**src/rtl/slp_consts.svh**
```systemverilog
`ifndef SLP_CONSTS_SVH
`define SLP_CONSTS_SVH

// Clock period in picoseconds at 200 MHz.
`define SLP_CLK_PERIOD_PS 5000
// Row cycle time in picoseconds.
`define SLP_ROW_CYCLE_TIME_PS 60000
// Input setup time in picoseconds.
`define SLP_INPUT_SETUP_PS 1500
// Self refresh exit delay in cycles, rounded up.
`define SLP_EXIT_DELAY_CYC \
    ((`SLP_ROW_CYCLE_TIME_PS + `SLP_INPUT_SETUP_PS + `SLP_CLK_PERIOD_PS - 1) \
    / `SLP_CLK_PERIOD_PS)
// Read output disable latency in cycles after the mask is sampled.
`define SLP_READ_MASK_LAT 2
// Width of the exit delay counter.
`define SLP_EXIT_CNT_W 5

`endif

```
**src/rtl/slp_pkg.sv**
```systemverilog
package slp_pkg;
    // Low power state of the device, one-hot.
    typedef enum logic [3:0] {
        SLP_ACTIVE  = 4'h1,
        SLP_SUSPEND = 4'h2,
        SLP_PWRDN   = 4'h4,
        SLP_SELFREF = 4'h8
    } slp_state_t;
endpackage

```
**src/rtl/slp_sync2.sv**
```systemverilog
`timescale 1ns/1ps
// Two flip-flop synchroniser for one level from outside the clock domain.
module slp_sync2 (
    // Clock and reset.
    input  wire logic clk,
    input  wire logic rst,
    // Level in and out.
    input  wire logic d,
    output logic      q
);
    logic meta_reg; // First stage, read only by the second.

    // The reset value is high so an idle strobe reads as inactive.
    always_ff @(posedge clk) begin
        if (rst) begin
            meta_reg <= 1'b1;
            q        <= 1'b1;
        end else begin
            meta_reg <= d;
            q        <= meta_reg;
        end
    end
endmodule

```
**src/rtl/slp_cke_ctrl.sv**
```systemverilog
`timescale 1ns/1ps
`include "slp_consts.svh"

module slp_cke_ctrl (
    // Clock and synchronous reset.
    input  wire logic clk,
    input  wire logic rst,
    // Command pins from the controller: active low strobes, then clock enable and mask.
    input  wire logic cs_n,
    input  wire logic ras_n,
    input  wire logic cas_n,
    input  wire logic we_n,
    input  wire logic cke,
    input  wire logic dqm,
    // Core status: a burst is running, a read burst is driving data.
    input  wire logic burst_active,
    input  wire logic read_active,
    // Outputs to the core.
    output logic      int_clk_en_reg,
    output logic      cmd_valid_reg,
    output logic      wr_mask_reg,
    output logic      rd_oe_reg,
    output logic      in_buf_en_reg,
    output logic      self_ref_reg,
    output logic      exit_busy_reg
);
    // ****************************************************************
    // Input synchronisers
    // ****************************************************************
    // All pins cross two flip-flops before decode, so decode lags pins by two cycles.
    logic cs_n_s, ras_n_s, cas_n_s, we_n_s, cke_s, dqm_s;
    logic cke_d_reg; // Clock enable one cycle earlier.

    slp_sync2 u_cs  (.clk(clk), .rst(rst), .d(cs_n),  .q(cs_n_s));
    slp_sync2 u_ras (.clk(clk), .rst(rst), .d(ras_n), .q(ras_n_s));
    slp_sync2 u_cas (.clk(clk), .rst(rst), .d(cas_n), .q(cas_n_s));
    slp_sync2 u_we  (.clk(clk), .rst(rst), .d(we_n),  .q(we_n_s));
    slp_sync2 u_cke (.clk(clk), .rst(rst), .d(cke),   .q(cke_s));
    slp_sync2 u_dqm (.clk(clk), .rst(rst), .d(dqm),   .q(dqm_s));

    // ****************************************************************
    // Command decode
    // ****************************************************************
    slp_pkg::slp_state_t state_reg, state_next;
    logic [`SLP_EXIT_CNT_W-1:0] exit_cnt_reg, exit_cnt_next;
    logic [`SLP_READ_MASK_LAT-1:0] rd_mask_pipe_reg; // Read mask delay line.

    wire selected   = ~cs_n_s; // Deselect ignores strobes.
    wire is_nop     = selected & ras_n_s & cas_n_s & we_n_s;
    wire sr_entry   = selected & ~ras_n_s & ~cas_n_s & we_n_s
                      & ~cke_s & cke_d_reg;
    // A fall counts only after a cycle with clock enable high, so staying low never re-enters.
    wire cke_fall   = cke_d_reg & ~cke_s;
    // Commands and entries are honoured only while fully awake.
    wire is_active  = (state_reg == slp_pkg::SLP_ACTIVE);

    // ****************************************************************
    // Low power state machine
    // ****************************************************************
    // Self refresh entry wins over suspend and power-down on the same edge.
    always_comb begin
        state_next    = state_reg;
        exit_cnt_next = (exit_cnt_reg != '0) ? exit_cnt_reg - 1'b1 : exit_cnt_reg;
        unique case (state_reg)
            slp_pkg::SLP_ACTIVE: begin
                if (sr_entry) begin
                    state_next = slp_pkg::SLP_SELFREF;
                end else if (cke_fall && burst_active) begin
                    state_next = slp_pkg::SLP_SUSPEND;
                end else if (cke_fall) begin
                    state_next = slp_pkg::SLP_PWRDN;
                end
            end
            slp_pkg::SLP_SUSPEND: begin
                if (cke_s) begin
                    state_next = slp_pkg::SLP_ACTIVE;
                end
            end
            slp_pkg::SLP_PWRDN: begin
                if (cke_s) begin
                    state_next = slp_pkg::SLP_ACTIVE;
                end
            end
            slp_pkg::SLP_SELFREF: begin
                // Only clock enable is watched here.
                if (cke_s) begin
                    state_next    = slp_pkg::SLP_ACTIVE;
                    exit_cnt_next = `SLP_EXIT_CNT_W'(`SLP_EXIT_DELAY_CYC);
                end
            end
            default: state_next = slp_pkg::SLP_ACTIVE;
        endcase
    end

    // State, counter and history registers.
    always_ff @(posedge clk) begin
        if (rst) begin
            state_reg    <= slp_pkg::SLP_ACTIVE;
            exit_cnt_reg <= '0;
            cke_d_reg    <= 1'b1;
        end else begin
            state_reg    <= state_next;
            exit_cnt_reg <= exit_cnt_next;
            cke_d_reg    <= cke_s;
        end
    end

    // ****************************************************************
    // Outputs
    // ****************************************************************
    // The internal clock runs only in the active state, so a suspended burst keeps its state.
    wire next_active = (state_next == slp_pkg::SLP_ACTIVE);
    wire next_pwrdn  = (state_next == slp_pkg::SLP_PWRDN)
                       | (state_next == slp_pkg::SLP_SELFREF);

    // Output registers, all driven from reset.
    always_ff @(posedge clk) begin
        if (rst) begin
            int_clk_en_reg   <= 1'b1;
            cmd_valid_reg    <= 1'b0;
            wr_mask_reg      <= 1'b1;
            rd_oe_reg        <= 1'b0;
            in_buf_en_reg    <= 1'b1;
            self_ref_reg     <= 1'b0;
            exit_busy_reg    <= 1'b0;
            rd_mask_pipe_reg <= '1;
        end else begin
            int_clk_en_reg   <= next_active;
            // A command counts only when active and not a NOP.
            cmd_valid_reg    <= is_active & selected & ~is_nop & cke_s;
            wr_mask_reg      <= dqm_s; // Same cycle as the data word.
            rd_mask_pipe_reg <= {rd_mask_pipe_reg[`SLP_READ_MASK_LAT-2:0], dqm_s};
            rd_oe_reg        <= read_active & ~rd_mask_pipe_reg[`SLP_READ_MASK_LAT-1]
                                & ~next_pwrdn;
            in_buf_en_reg    <= ~next_pwrdn;
            self_ref_reg     <= (state_next == slp_pkg::SLP_SELFREF);
            exit_busy_reg    <= (exit_cnt_next != '0);
        end
    end

    // ****************************************************************
    // Assertions
    // ****************************************************************
    // Every property but lowpow_cmd_a watches the synchronised pins, so each one speaks of decode time,
    // not of the pin edge; reset disables them all.
    sr_entry_go_a: assert property (@(posedge clk) disable iff (rst)
        (is_active && sr_entry) |=> self_ref_reg)
        else $error("self refresh entry not taken");

    sr_hold_a: assert property (@(posedge clk) disable iff (rst)
        (state_reg == slp_pkg::SLP_SELFREF && !cke_s) |=> self_ref_reg)
        else $error("self refresh left with clock enable low");

    suspend_clk_a: assert property (@(posedge clk) disable iff (rst)
        (is_active && cke_fall && burst_active && !sr_entry) |=> !int_clk_en_reg)
        else $error("clock not suspended during burst");

    pwrdn_buf_a: assert property (@(posedge clk) disable iff (rst)
        (is_active && cke_fall && !burst_active) |=> (!in_buf_en_reg && !rd_oe_reg))
        else $error("buffers on in power-down");

    resume_clk_a: assert property (@(posedge clk) disable iff (rst)
        (state_reg == slp_pkg::SLP_SUSPEND && cke_s) |=> int_clk_en_reg)
        else $error("clock not restarted");

    pwrdn_exit_a: assert property (@(posedge clk) disable iff (rst)
        (state_reg == slp_pkg::SLP_PWRDN && cke_s) |=> in_buf_en_reg)
        else $error("buffers not re-enabled");

    exit_delay_a: assert property (@(posedge clk) disable iff (rst)
        (state_reg == slp_pkg::SLP_SELFREF && cke_s)
            |=> exit_busy_reg [*8] ##1 exit_busy_reg [*5] ##1 !exit_busy_reg)
        else $error("exit delay not thirteen cycles long");

    wr_mask_a: assert property (@(posedge clk) disable iff (rst)
        dqm_s |=> wr_mask_reg)
        else $error("write mask lost");

    rd_mask_a: assert property (@(posedge clk) disable iff (rst)
        dqm_s |-> ##3 !rd_oe_reg)
        else $error("read output not disabled two cycles after mask");

    deselect_a: assert property (@(posedge clk) disable iff (rst)
        cs_n_s |=> !cmd_valid_reg)
        else $error("command taken while deselected");

    // A selected no-operation must never count as a command.
    nop_ignore_a: assert property (@(posedge clk) disable iff (rst)
        (is_nop && cke_s) |=> !cmd_valid_reg)
        else $error("no-operation taken as a command");

    // Auto refresh keeps clock enable high and must not fall into self refresh.
    auto_ref_a: assert property (@(posedge clk) disable iff (rst)
        (is_active && selected && !ras_n_s && !cas_n_s && we_n_s && cke_s) |=> !self_ref_reg)
        else $error("self refresh entered with clock enable high");

    // With no burst running and no self refresh entry, a falling clock enable must land in power-down.
    pwrdn_enter_a: assert property (@(posedge clk) disable iff (rst)
        (is_active && cke_fall && !burst_active && !sr_entry)
            |=> (state_reg == slp_pkg::SLP_PWRDN))
        else $error("power-down not entered");

    // Outside the active state no command counts and only clock enable moves the state.
    lowpow_cmd_a: assert property (@(posedge clk) disable iff (rst)
        (state_reg != slp_pkg::SLP_ACTIVE) |=> !cmd_valid_reg)
        else $error("command taken in a low power state");
endmodule

```
**config.mk**
```make
export PLATFORM = sky130hd
export DESIGN_NAME = slp_cke_ctrl
export DESIGN_NICKNAME = d
export VERILOG_FILES = /design/src/rtl/slp_pkg.sv /design/src/rtl/slp_sync2.sv /design/src/rtl/slp_cke_ctrl.sv
export VERILOG_INCLUDE_DIRS = /design/src /design/src/rtl
export SDC_FILE = /design/constraint.sdc
export NUM_CORES = 1
export LEC_CHECK = 0
export BUFFER_PORTS_ARGS = -buffer_cell sky130_fd_sc_hd__buf_2
export CAP_MARGIN = 20
export CORE_UTILIZATION = 49
export CTS_CLUSTER_SIZE = 30
export DETAILED_ROUTE_END_ITERATION = 16
export PLACE_DENSITY = 0.73
export SLEW_MARGIN = 20
export SYNTH_ARGS = -nofsm -noshare
export SYNTH_HDL_FRONTEND = slang
export SYNTH_SLANG_ARGS = --single-unit
```
**constraint.sdc**
```tcl
create_clock -name clk -period 1.75 [get_ports clk]
set_input_delay 0.175 -clock clk [delete_from_list [all_inputs] [get_ports clk]]
set_output_delay 0.175 -clock clk [all_outputs]
set_load 0.01 [all_outputs]
```
== Yosys cells after proc, flatten, opt, wreduce, memory -nomap -nowiden ==
Cells that the tools add are included.
Storage, ports and cells
  register bits after elaboration: 31
  input port bits: 10
  output and inout port bits: 7
  word-level logic and storage cells: 65
Operators by class
  add/sub/neg operators: 1
  equality and inequality tests: 7
  muxes and demuxes: 8
  bitwise logic cells: 22
  reductions and logical operators: 4
Operator list (number)
  two-way mux 4 bit: 4
  two-way mux 5 bit: 3
  AND 1 bit: 14
  nonzero test 5 bit: 2
  equality test 4 x 1 -> 1 bit, second input constant: 2
  equality test 4 x 3 -> 1 bit, second input constant: 2
  equality test 4 bit, second input constant: 2
  case mux 4 bit (2 select lines): 1
  NOT 1 bit: 7
  subtractor 5 x 1 -> 5 bit, second input constant: 1
  equality test 4 x 2 -> 1 bit, second input constant: 1
  OR reduction 3 bit: 1
  logical AND 1 bit: 1
  OR 1 bit: 1

== Depth between registers and ports, before layout ==
Gate-level depths: netlist of run 1.
  depth in word-level cells: 12
  mapped depth: 6
  gate-level depth less buffers: 6

== Modules after synthesis ==
From an unflattened synthesis of run 1, not the netlist that was laid out.
Unflattened totals
  cell total of the unflattened synthesis: 115
  area, all modules: 1143.6 um^2
By module, submodules not included
  slp_cke_ctrl: instances 1, cells each 91, area an instance 828.3 um^2, seq. area each 360.3 um^2
  slp_sync2: instances 6, cells each 4, area an instance 52.6 um^2, seq. area each 40.0 um^2

== Worst setup path after synthesis of run 1 ==
Ideal clock, no wire load.
  path kind: register -> register
  start point: register exit_cnt_reg[0]
  end point: register exit_busy_reg
  library setup time: 127 ps
  data arrival time: 1558 ps
  required time: 1623 ps
  setup slack: 65 ps
  cell stages (with the launch flop): 7
  path buffers: 0
  period minus slack after synthesis: 1685 ps
  path through: dfxtp_1 -> inv_1 -> ha_1 -> or4b_4 -> nor2_2 -> a211oi_1 -> or3_1
Between the ends
  word-level cells in the longest chain between the ends: 5
  elaborated cells between the ends (all ways): 6
  classes of those cells: 1 x add/sub; 3 x mux; 2 x reduce/logical
Ends and longest elaborated chain
  from (decl): line slp_cke_ctrl.sv:45  | logic [`SLP_EXIT_CNT_W-1:0] exit_cnt_reg, exit_cnt_next;
  from (signal assigned): line slp_cke_ctrl.sv:103  | exit_cnt_reg <= exit_cnt_next;
  subtractor 5 x 1 -> 5 bit or nonzero test 5 bit (tied branches): line slp_cke_ctrl.sv:63  | exit_cnt_next = (exit_cnt_reg != '0) ? exit_cnt_reg - 1'b1 : exit_cnt_reg;
  two-way mux 5 bit *: line slp_cke_ctrl.sv:63
  two-way mux 5 bit: line slp_cke_ctrl.sv:86  | if (cke_s) begin
  two-way mux 5 bit *: line slp_cke_ctrl.sv:64  | unique case (state_reg)
  nonzero test 5 bit *: line slp_cke_ctrl.sv:137  | exit_busy_reg <= (exit_cnt_next != '0);
  to (signal assigned): line slp_cke_ctrl.sv:137
  to (decl): line slp_cke_ctrl.sv:25  | output logic exit_busy_reg
Every way passes the cells marked *; elsewhere a longest branch is shown, timed or not.
A chain may end at the register's enable or synchronous reset.

== Worst setup path after layout of run 1 ==
  start point: register exit_cnt_reg[1]
  end point: register exit_busy_reg
The elaborated chain is that of the path after synthesis.

==> metrics.txt, run 1 <==
status=finished, final reports clean; GRT Util Overall=18.73%; final net count=155; reg2reg end=exit_busy_reg; RSZ-0062 raised after global routing=no; Die Y=50.99 um; Place WS=-0.01738 ns; Synthesized Nets=132; Hold Startpoint=cke; die area=2600 um^2; slowest stage delay, CP=0.47 ns; root buffer cell=clkbuf_4; Port Buffers=16; Synth Flop Type=dfxtp_1; H-tree depth=2; most common cell after layout, fill and taps aside=dfxtp_1; Final min period=1.688 ns; area grow syn2layout=17.34%; first-pass GRT wire length=3387 um; detailed-route wire length per cell=11.85 um; gp weighted congestion=0.8251; pin count of the biggest net entering global routing=32; Core ar.=2233 um^2; Final setup viols=0; ratio of cells with drive above 1 in the final layout=36.81%; Critical path origin=exit_cnt_reg[1]; total grt overflow=0; final instance area=1380 um^2; Max-slew headroom=69.96%; family with the most delay on the worst path=simple AND/OR/NAND/NOR gates; Worst R2R Start=exit_cnt_reg[1]; Final Hold Viols=0; Max Fclk=592.3 MHz; buffers plus inverters on the worst setup path=1; fin. max-slew vios=0; Least-Margin Pin Slew=0.4505 ns; initial antenna violation count=0; Ys Warns=0; hold_buf cts=0; largest cells by area after synthesis=dfxtp_1 51%, or2_2 8.0%, nor2_1 3.5%, ha_1 2.1%, nor4b_4 2.0%; Initial Util=52.66%; commonest cells after routing, fill and taps aside=28 x dfxtp_1, 16 x buf_2, 15 x or2_2; HPWL Detailed=1393 um; Slowest-stage cell, CP=or4b_4; Vias=902; # clock sinks=30; Final Cycle Share=96.47%; final WL=2039 um; R2R cell count=6; flops & latches, synth=30; vias per cell=5.244; vias in the first global route=840; Mapped Area=1176 um^2; Post-synth ARST share=0%; max FFs per register=5; Max VDD drop=0.8824 mV; Worst Path Max Fanout=4; FF-to-FF setup slack=0.06 ns; drt drc=0; worst hold path class=input pin to flop; Yosys cell types=38; Rows=17; Crit Path Category=flop to flop; data required time at the worst endpoint=1.98 ns; max-cap violation count=0; CTS buffer count=5; Data arrival, critical path=1.91 ns; Min-Delay Endpoint=u_cke.meta_reg; Cell Chain, Critical Path=inv_2 -> ha_4 -> or4b_4 -> nor2_2 -> a211oi_1 -> or3_1; Startpoint Class=flop; Post-synth EDFFs=0; DP Area=1297 um^2; worst setup margin=0.06169 ns; CP endpoint kind=flop; ANT cells=0; DRT antenna net count=0; Layout Utilization=61.79%; Synth area leader=dfxtp_1; Hold Worst Slack=0.02065 ns; Die W=50.99 um; DRT iter0 DRCs=17; hold path cells=2; Total Power=0.001873 W; Cells after Synth=120; clock transition at the registers of the reported paths=0.10 ns; P per Cell Area=1357 nW/um^2; sequential share of the synthesized area=51.06%; Leak=0.5862 nW; Synth top area share=51.06%; detailed-router iteration count before antenna repair=4; Clock Skews=0.01001 ns; CTS tree=done; I/O pin cnt=17; latest clock arrival within the worst-skew pair=0.34 ns; Syn Area/Cell=9.801 um^2; CTS Buffer Depth=2
metrics by stage:
stage / TNS (ns) / cells
5_1_grt: 0 / 172
4_1_cts: 0 / 172
6_report: 0 / 172
3_5_place_dp: -0.01738 / 163
2_1_floorplan: 0 / 120
3_3_place_gp: 0 / 163
how the worst max path moves through the flow:
stage / endpoint / slack (ns) / depth (start not counted)
2_1_floorplan: exit_busy_reg / 0.07 / 6
3_3_place_gp: exit_busy_reg / 0.07 / 6
3_5_place_dp: exit_busy_reg / -0.02 / 6
4_1_cts: exit_busy_reg / 0.008 / 6
5_1_grt: exit_busy_reg / 0.002 / 6
6_report: exit_busy_reg / 0.06 / 6
cells in the mapped netlist, types with 4 or more instances:
cell,n
nor2_1,11
nand2_1,5
dfxtp_1,30
or2_2,15
nand3_1,4
power breakdown:
group	internal, W	total, W	switching [W]
sequential	0.000769	0.000836	0.0000671
combinational	0.000318	0.000608	0.000290
clock	0.000194	0.000429	0.000234
total	0.00128	0.00187	0.000592
cell families after synthesis:
kind of cell,after synthesis,synth area share (%)
AOI/OAI and AO/OA,20,11.49
muxes,2,1.702
DFF,30,51.06
xor gates and xnor gates,4,2.979
and+or+nand+nor,54,27.66
buffers and inverters,8,2.978
adders and majority gates,2,2.127
metal layers:
layer	vias up	GRT usage, %	wire length, um
met3	9	7.143	130
met1	396	17.72	869
met5	-	0	0
li1	465	-	-
met4	0	14.35	59
met2	32	32.24	979
timing repair:
item / CTS / global route
setup endpoints to repair: 1 / 1
buffers inserted: 1 / 0
gates resized for setup: 1 / 5
pin swaps: 0 / 0
area by class of cell:
class | count | area (um^2)
inverters | 3 | 11.26
multi-input cells | 82 | 553.0
clock buffers | 7 | 55.05
well taps | 28 | 35.03
clock inverters | 1 | 5.005
flip-flops and latches | 30 | 603.1
repair buffers | 21 | 117.6
fillers | 203 | 853.3
worst register-to-register path, stage by stage (launching register included):
cell and delay, ns:
dfxtp_2 0.35, inv_2 0.08, ha_4 0.14, or4b_4 0.47, nor2_2 0.12, a211oi_1 0.05, or3_1 0.36
Power figures use the tool's default switching activity.
==> run 2: changes to the inputs <==
--- a/config.mk
+++ b/config.mk
@@ -6,12 +6,13 @@
 export SDC_FILE = /design/constraint.sdc
 export NUM_CORES = 1
 export LEC_CHECK = 0
-export BUFFER_PORTS_ARGS = -buffer_cell sky130_fd_sc_hd__buf_2
 export CAP_MARGIN = 20
-export CORE_UTILIZATION = 49
+export CORE_ASPECT_RATIO = 1.1
+export CORE_UTILIZATION = 54
 export CTS_CLUSTER_SIZE = 30
 export DETAILED_ROUTE_END_ITERATION = 16
-export PLACE_DENSITY = 0.73
+export DONT_BUFFER_PORTS = 1
+export PLACE_DENSITY = 0.72
 export SLEW_MARGIN = 20
 export SYNTH_ARGS = -nofsm -noshare
 export SYNTH_HDL_FRONTEND = slang
==> run 2 against run 1 <==
  * Final cell count fell by 5.8%
  * Utilization rose by 6.1 points
  * Combinational power fell by 4.3%
  * Non-clock buffer count fell by 10
  * Die area fell by 8.9%
  * Global-route usage rose by 2.7 points
  * Clock skew fell by 0.00062 ns
  * Power fell by 1.2%
  * Critical path depth did not move
==> metrics.txt, run 2 (synthesized netlist as in run 1, its figures left out) <==
I/O pin cnt=17 (unchanged); final net count=145 (-6.5%); GRT Util Overall=21.45% (+2.7 points); drt drc=0 (unchanged); max-cap violation count=0 (unchanged); clock transition at the registers of the reported paths=0.09 ns (about the same); data required time at the worst endpoint=1.97 ns (about the same); Max-slew headroom=48.65% (-21 points); Multi-input gate area=559.3 um^2 (+1.1%); Sw Share=31.47% (-0.12 points); Vias=860 (-4.7%); Cell Chain, Critical Path=inv_2 -> ha_4 -> or4b_4 -> nor2_4 -> a211oi_1 -> or3_1; final setup TNS=0 ns (unchanged); Core ar.=2021 um^2 (-9.5%); Final setup viols=0 (unchanged); H-tree depth=2 (unchanged); die area=2369 um^2 (-8.9%); root buffer cell=clkbuf_4; Worst Path Max Fanout=4 (unchanged); Top Usage Layer GRT=met2; Hold Worst Slack=0.02055 ns (-0.00009970 ns); Leak=0.5469 nW (-6.7%); Least-Margin Pin Slew=0.7678 ns (+0.3172 ns); Max VDD drop=0.7788 mV (-12%); Slowest-stage cell, CP=or4b_4; slowest stage delay, CP=0.50 ns (+0.03 ns); filler cell count in the final layout=163 (-20%); vias in the first global route=817 (-2.7%); Die Y=50.95 um (about the same); Place WS=-0.02063 ns (-0.003249 ns); met2 GRT Util=34.49% (+2.3 points); detailed-route wire length per cell=12.37 um (+4.4%); commonest cells after routing, fill and taps aside=28 x dfxtp_1, 15 x or2_2, 11 x nor2_1; latest clock arrival within the worst-skew pair=0.33 ns (about the same); initial antenna violation count=0 (unchanged); detailed-router iteration count before antenna repair=4 (unchanged); CTS Buffer Depth=2 (unchanged); Crit Path Category=flop to flop; Logic pwr share=31.4% (-1.1 points); met1 usage=22.94% (+5.2 points); Final min period=1.706 ns (+0.01722 ns); switching power=0.0005825 W (-1.5%); area grow syn2layout=16.60%; Final Hold Viols=0 (unchanged); sequential cell area=603.1 um^2 (unchanged); most common cell after layout, fill and taps aside=dfxtp_1; worst hold path class=input pin to flop; HPWL Detailed=1293 um (-7.2%); ratio of cells with drive above 1 in the final layout=26.12% (-11 points); total grt overflow=0 (unchanged); GR Layer Usage met3=9.541% (+2.4 points); Initial Util=58.20% (+5.5 points); status=finished, final reports clean; share of total power in sequential cells=46.1% (+1.4 points); vias per cell=5.309 (+1.2%); final WL=2004 um (-1.7%); DRT antenna net count=0 (unchanged); clock network power share=22.5% (-0.4 points); Final Cycle Share=97.46% (+0.98 points); gp weighted congestion=0.7939 (-3.8%); RSZ-0062 raised after global routing=no; DRT iter0 DRCs=15 (-2); Clock Skews=0.009385 ns (-0.0006238 ns); CTS tree=done; CTS buffer count=5 (unchanged); Die W=46.50 um (-8.8%); # clock sinks=30 (unchanged); Data arrival, critical path=1.93 ns (+0.02 ns); worst setup margin=0.04447 ns (-0.01722 ns); P per Cell Area=1350 nW/um^2 (-0.52%); ANT cells=0 (unchanged); Max Fclk=586.3 MHz (-1.0%); max FFs per register=5 (unchanged); Startpoint Class=flop; CP endpoint kind=flop; pin count of the biggest net entering global routing=28 (-13%); Rows=17 (unchanged); Internal=0.001269 W (-0.98%); Port Buffers=0 (-16); Layout Utilization=67.86% (+6.1 points); first-pass GRT wire length=3477 um (+2.7%); fin. max-slew vios=0 (unchanged)
==> run 2: changes by cell type in the layout (fill, tap and decap cells not counted), sizes merged <==
cell         delta
dlygate4sd3     +8
buf            -18
==> run 2: path summary, 6_finish.rpt <==
kind / startpoint / end / slack (ns) / cells after the start
worst min register to register: u_ras.meta_reg / u_ras.q / 0.41 / 1
worst min-delay path: burst_active / state_reg[2] / 0.02 / 2
worst max-delay path: exit_cnt_reg[1] / exit_busy_reg / 0.04 / 6
worst max register to register: exit_cnt_reg[1] / exit_busy_reg / 0.04 / 6
==> run 2: cell type report <==
cell class,instances,area share (%)
well taps,28,2.555
repair buffers,11,7.482
clock buffers,7,4.015
multi-input cells,82,40.78
flip-flops and latches,30,43.98
clock inverters,1,0.3650
inverters,3,0.8212
==> run 2: layer usage <==
layer | wire length, um | part of all wire [%]
met1 | 867 | 43
met2 | 1018 | 51
met3 | 74 | 3.7
met4 | 44 | 2.2
met5 | 0 | 0
==> run 2: power groups by stage <==
stage / sequential (W) / combinational, W / clock, W
global placement: 0.000848 / 0.000449 / 0
CTS: 0.000841 / 0.000531 / 0.000437
detailed placement: 0.000855 / 0.000475 / 0
global route: 0.000867 / 0.000655 / 0.000458
floorplan: 0.000837 / 0.000395 / 0
finish: 0.000854 / 0.000582 / 0.000416
==> run 2: stage by stage <==
step	power (W)	cells	area, um^2
2_1_floorplan	0.001232	120	1176
3_3_place_gp	0.001297	145	1202
3_5_place_dp	0.001330	145	1202
4_1_cts	0.001809	162	1354
5_1_grt	0.001980	162	1371
6_report	0.001851	162	1371
==> run 2: timing repair <==
action | 4_1_cts | 5_1_grt
setup buffers | 1 | 0
hold endpoints to repair | 28 | 0
endpoints found under the setup margin | 1 | 3
pin swaps | 0 | 1
hold buffers | 8 | 0
gates resized for setup | 2 | 6
==> run 2: critical path, delay by kind of cell (launching register included) <==
family                   cells  cell delay (ns)
AND/OR/NAND/NOR              3             0.95
flip-flops                   1             0.36
adder cells (fa/ha/maj)      1             0.14
buffers and inverters        1             0.08
AO/OA/AOI/OAI                1             0.06
==> run 3: changes to the inputs <==
--- a/config.mk
+++ b/config.mk
@@ -13,7 +13,7 @@
 export DETAILED_ROUTE_END_ITERATION = 16
 export DONT_BUFFER_PORTS = 1
 export PLACE_DENSITY = 0.72
-export SLEW_MARGIN = 20
+export RECOVER_POWER = 100
 export SYNTH_ARGS = -nofsm -noshare
 export SYNTH_HDL_FRONTEND = slang
 export SYNTH_SLANG_ARGS = --single-unit
==> run 3 against run 2 <==
  * Non-clock buffer count unchanged
  * Sequential cell count is the same
  * Final area stayed put
  * Utilization unchanged
  * Clock power barely moved
  * Setup slack hardly changed
  * Hold slack worse by 0.00082 ns
  * Routed wire length rose by 0.50%
  * Largest power group unchanged
  * Highest routed layer unchanged
==> metrics.txt, run 3 (synthesized netlist as in run 1, its figures left out) <==
status=finished, final reports clean; H-tree depth=2 (unchanged); GRT Util Overall=21.45% (unchanged); Die W=46.50 um (unchanged); drt drc=0 (unchanged); ANT cells=0 (unchanged); ratio of cells with drive above 1 in the final layout=26.12% (unchanged); detailed-router iteration count before antenna repair=4 (unchanged); DRT antenna net count=0 (unchanged); pin count of the biggest net entering global routing=28 (unchanged); Clock Skews=0.009423 ns (+0.00003783 ns); # clock sinks=30 (unchanged); Max-slew headroom=48.64% (about the same); Max VDD drop=0.7788 mV (about the same); CTS buffer count=5 (unchanged); RSZ-0062 raised after global routing=no; Final setup viols=0 (unchanged); Layout Utilization=67.86% (unchanged); CTS tree=done; Least-Margin Pin Slew=0.7678 ns (+0.00005859 ns); root buffer cell=clkbuf_4; initial antenna violation count=0 (unchanged); vias per cell=5.278 (-0.58%); Core ar.=2021 um^2 (unchanged); Place WS=-0.02063 ns (unchanged); gp weighted congestion=0.7939 (unchanged); CP endpoint kind=flop; Data arrival, critical path=1.93 ns (about the same); Worst Path Max Fanout=4 (unchanged); clock transition at the registers of the reported paths=0.09 ns (about the same); first-pass GRT wire length=3477 um (unchanged); vias in the first global route=817 (unchanged); Crit Path Category=flop to flop; Vias=855 (-0.58%); Rows=17 (unchanged); Startpoint Class=flop; worst setup margin=0.04449 ns (+0.00002340 ns); max FFs per register=5 (unchanged); latest clock arrival within the worst-skew pair=0.33 ns (about the same); P per Cell Area=1350 nW/um^2 (about the same); Initial Util=58.20% (unchanged); Final Cycle Share=97.46% (about the same); final net count=145 (unchanged); Die Y=50.95 um (unchanged); worst hold path class=input pin to flop; I/O pin cnt=17 (unchanged); HPWL Detailed=1293 um (unchanged); DRT iter0 DRCs=15 (unchanged); total grt overflow=0 (unchanged); fin. max-slew vios=0 (unchanged); Leak=0.5460 nW (-0.16%); max-cap violation count=0 (unchanged); Max Fclk=586.3 MHz (about the same); CTS Buffer Depth=2 (unchanged); die area=2369 um^2 (unchanged); most common cell after layout, fill and taps aside=dfxtp_1; Final Hold Viols=0 (unchanged); final WL=2014 um (+0.50%); detailed-route wire length per cell=12.43 um (+0.50%); area grow syn2layout=16.60% (unchanged); data required time at the worst endpoint=1.97 ns (about the same); Final min period=1.706 ns (-0.00002340 ns); Total Power=0.001852 W (about the same); Port Buffers=0 (unchanged); commonest cells after routing, fill and taps aside=28 x dfxtp_1, 15 x or2_2, 11 x nor2_1
## run 3: changes by cell type in the layout (fill, tap and decap cells not counted)
cell	before	now
a21boi_0	0	1
a21boi_1	1	0
## run 3: worst max-delay path: stages (launching register included)
cell	delay, ns
dfxtp_2	0.36
inv_2	0.08
ha_4	0.14
or4b_4	0.50
nor2_4	0.12
a211oi_1	0.06
or3_1	0.33
## run 3: metrics by stage
| stage | hold slack (ns) | instances | cell area, um^2 | TNS, ns |
|---|---|---|---|---|
| floorplan | 0.2522 | 120 | 1176 | 0 |
| global placement | 0.2492 | 145 | 1202 | 0 |
| detailed placement | 0.2497 | 145 | 1202 | -0.02063 |
| CTS | 0.0002973 | 162 | 1354 | 0 |
| global route | 0.003874 | 162 | 1371 | 0 |
| finish | 0.01974 | 162 | 1371 | 0 |
## run 3: per-layer routing
layer  share of wire, %  track usage [%]  vias to the layer above
li1                   -                -                      437
met1                 43            22.94                      392
met2                 51            34.49                       20
met3                3.8            9.541                        6
met4                2.2            10.78                        0
met5                  0                0                        -
## run 3: cell type report
| class | count | area [um^2] |
|---|---|---|
| Inverter | 3 | 11.26 |
| Multi-Input combinational cell | 82 | 559.3 |
| Sequential cell | 30 | 603.1 |
| Clock buffer | 7 | 55.05 |
| Timing Repair Buffer | 11 | 102.6 |
| Tap cell | 28 | 35.03 |
| Fill cell | 163 | 649.4 |
| Clock inverter | 1 | 5.005 |
## run 3: timing repair
item                                    CTS  global route
pin swaps                                 0             1
hold buffers                              8             0
endpoints found under the setup margin    1             3
hold endpoints to repair                 28             0
gates resized for setup                   2             6
setup buffers                             1             0
## run 3: path summary, 6_finish.rpt
| check | startpoint | endpoint | slack [ns] | cells past startpoint |
|---|---|---|---|---|
| setup / recovery | exit_cnt_reg[1] | exit_busy_reg | 0.04 | 6 |
| setup reg to reg | exit_cnt_reg[1] | exit_busy_reg | 0.04 | 6 |
| hold reg to reg | u_ras.meta_reg | u_ras.q | 0.41 | 1 |
| hold / removal | burst_active | state_reg[2] | 0.02 | 2 |
## run 3: power breakdown
group / switching, W / internal [W] / total, W
Clock: 0.000222 / 0.000194 / 0.000416
Combinational: 0.000278 / 0.000304 / 0.000582
Sequential: 0.0000839 / 0.000770 / 0.000854
Total: 0.000583 / 0.00127 / 0.00185
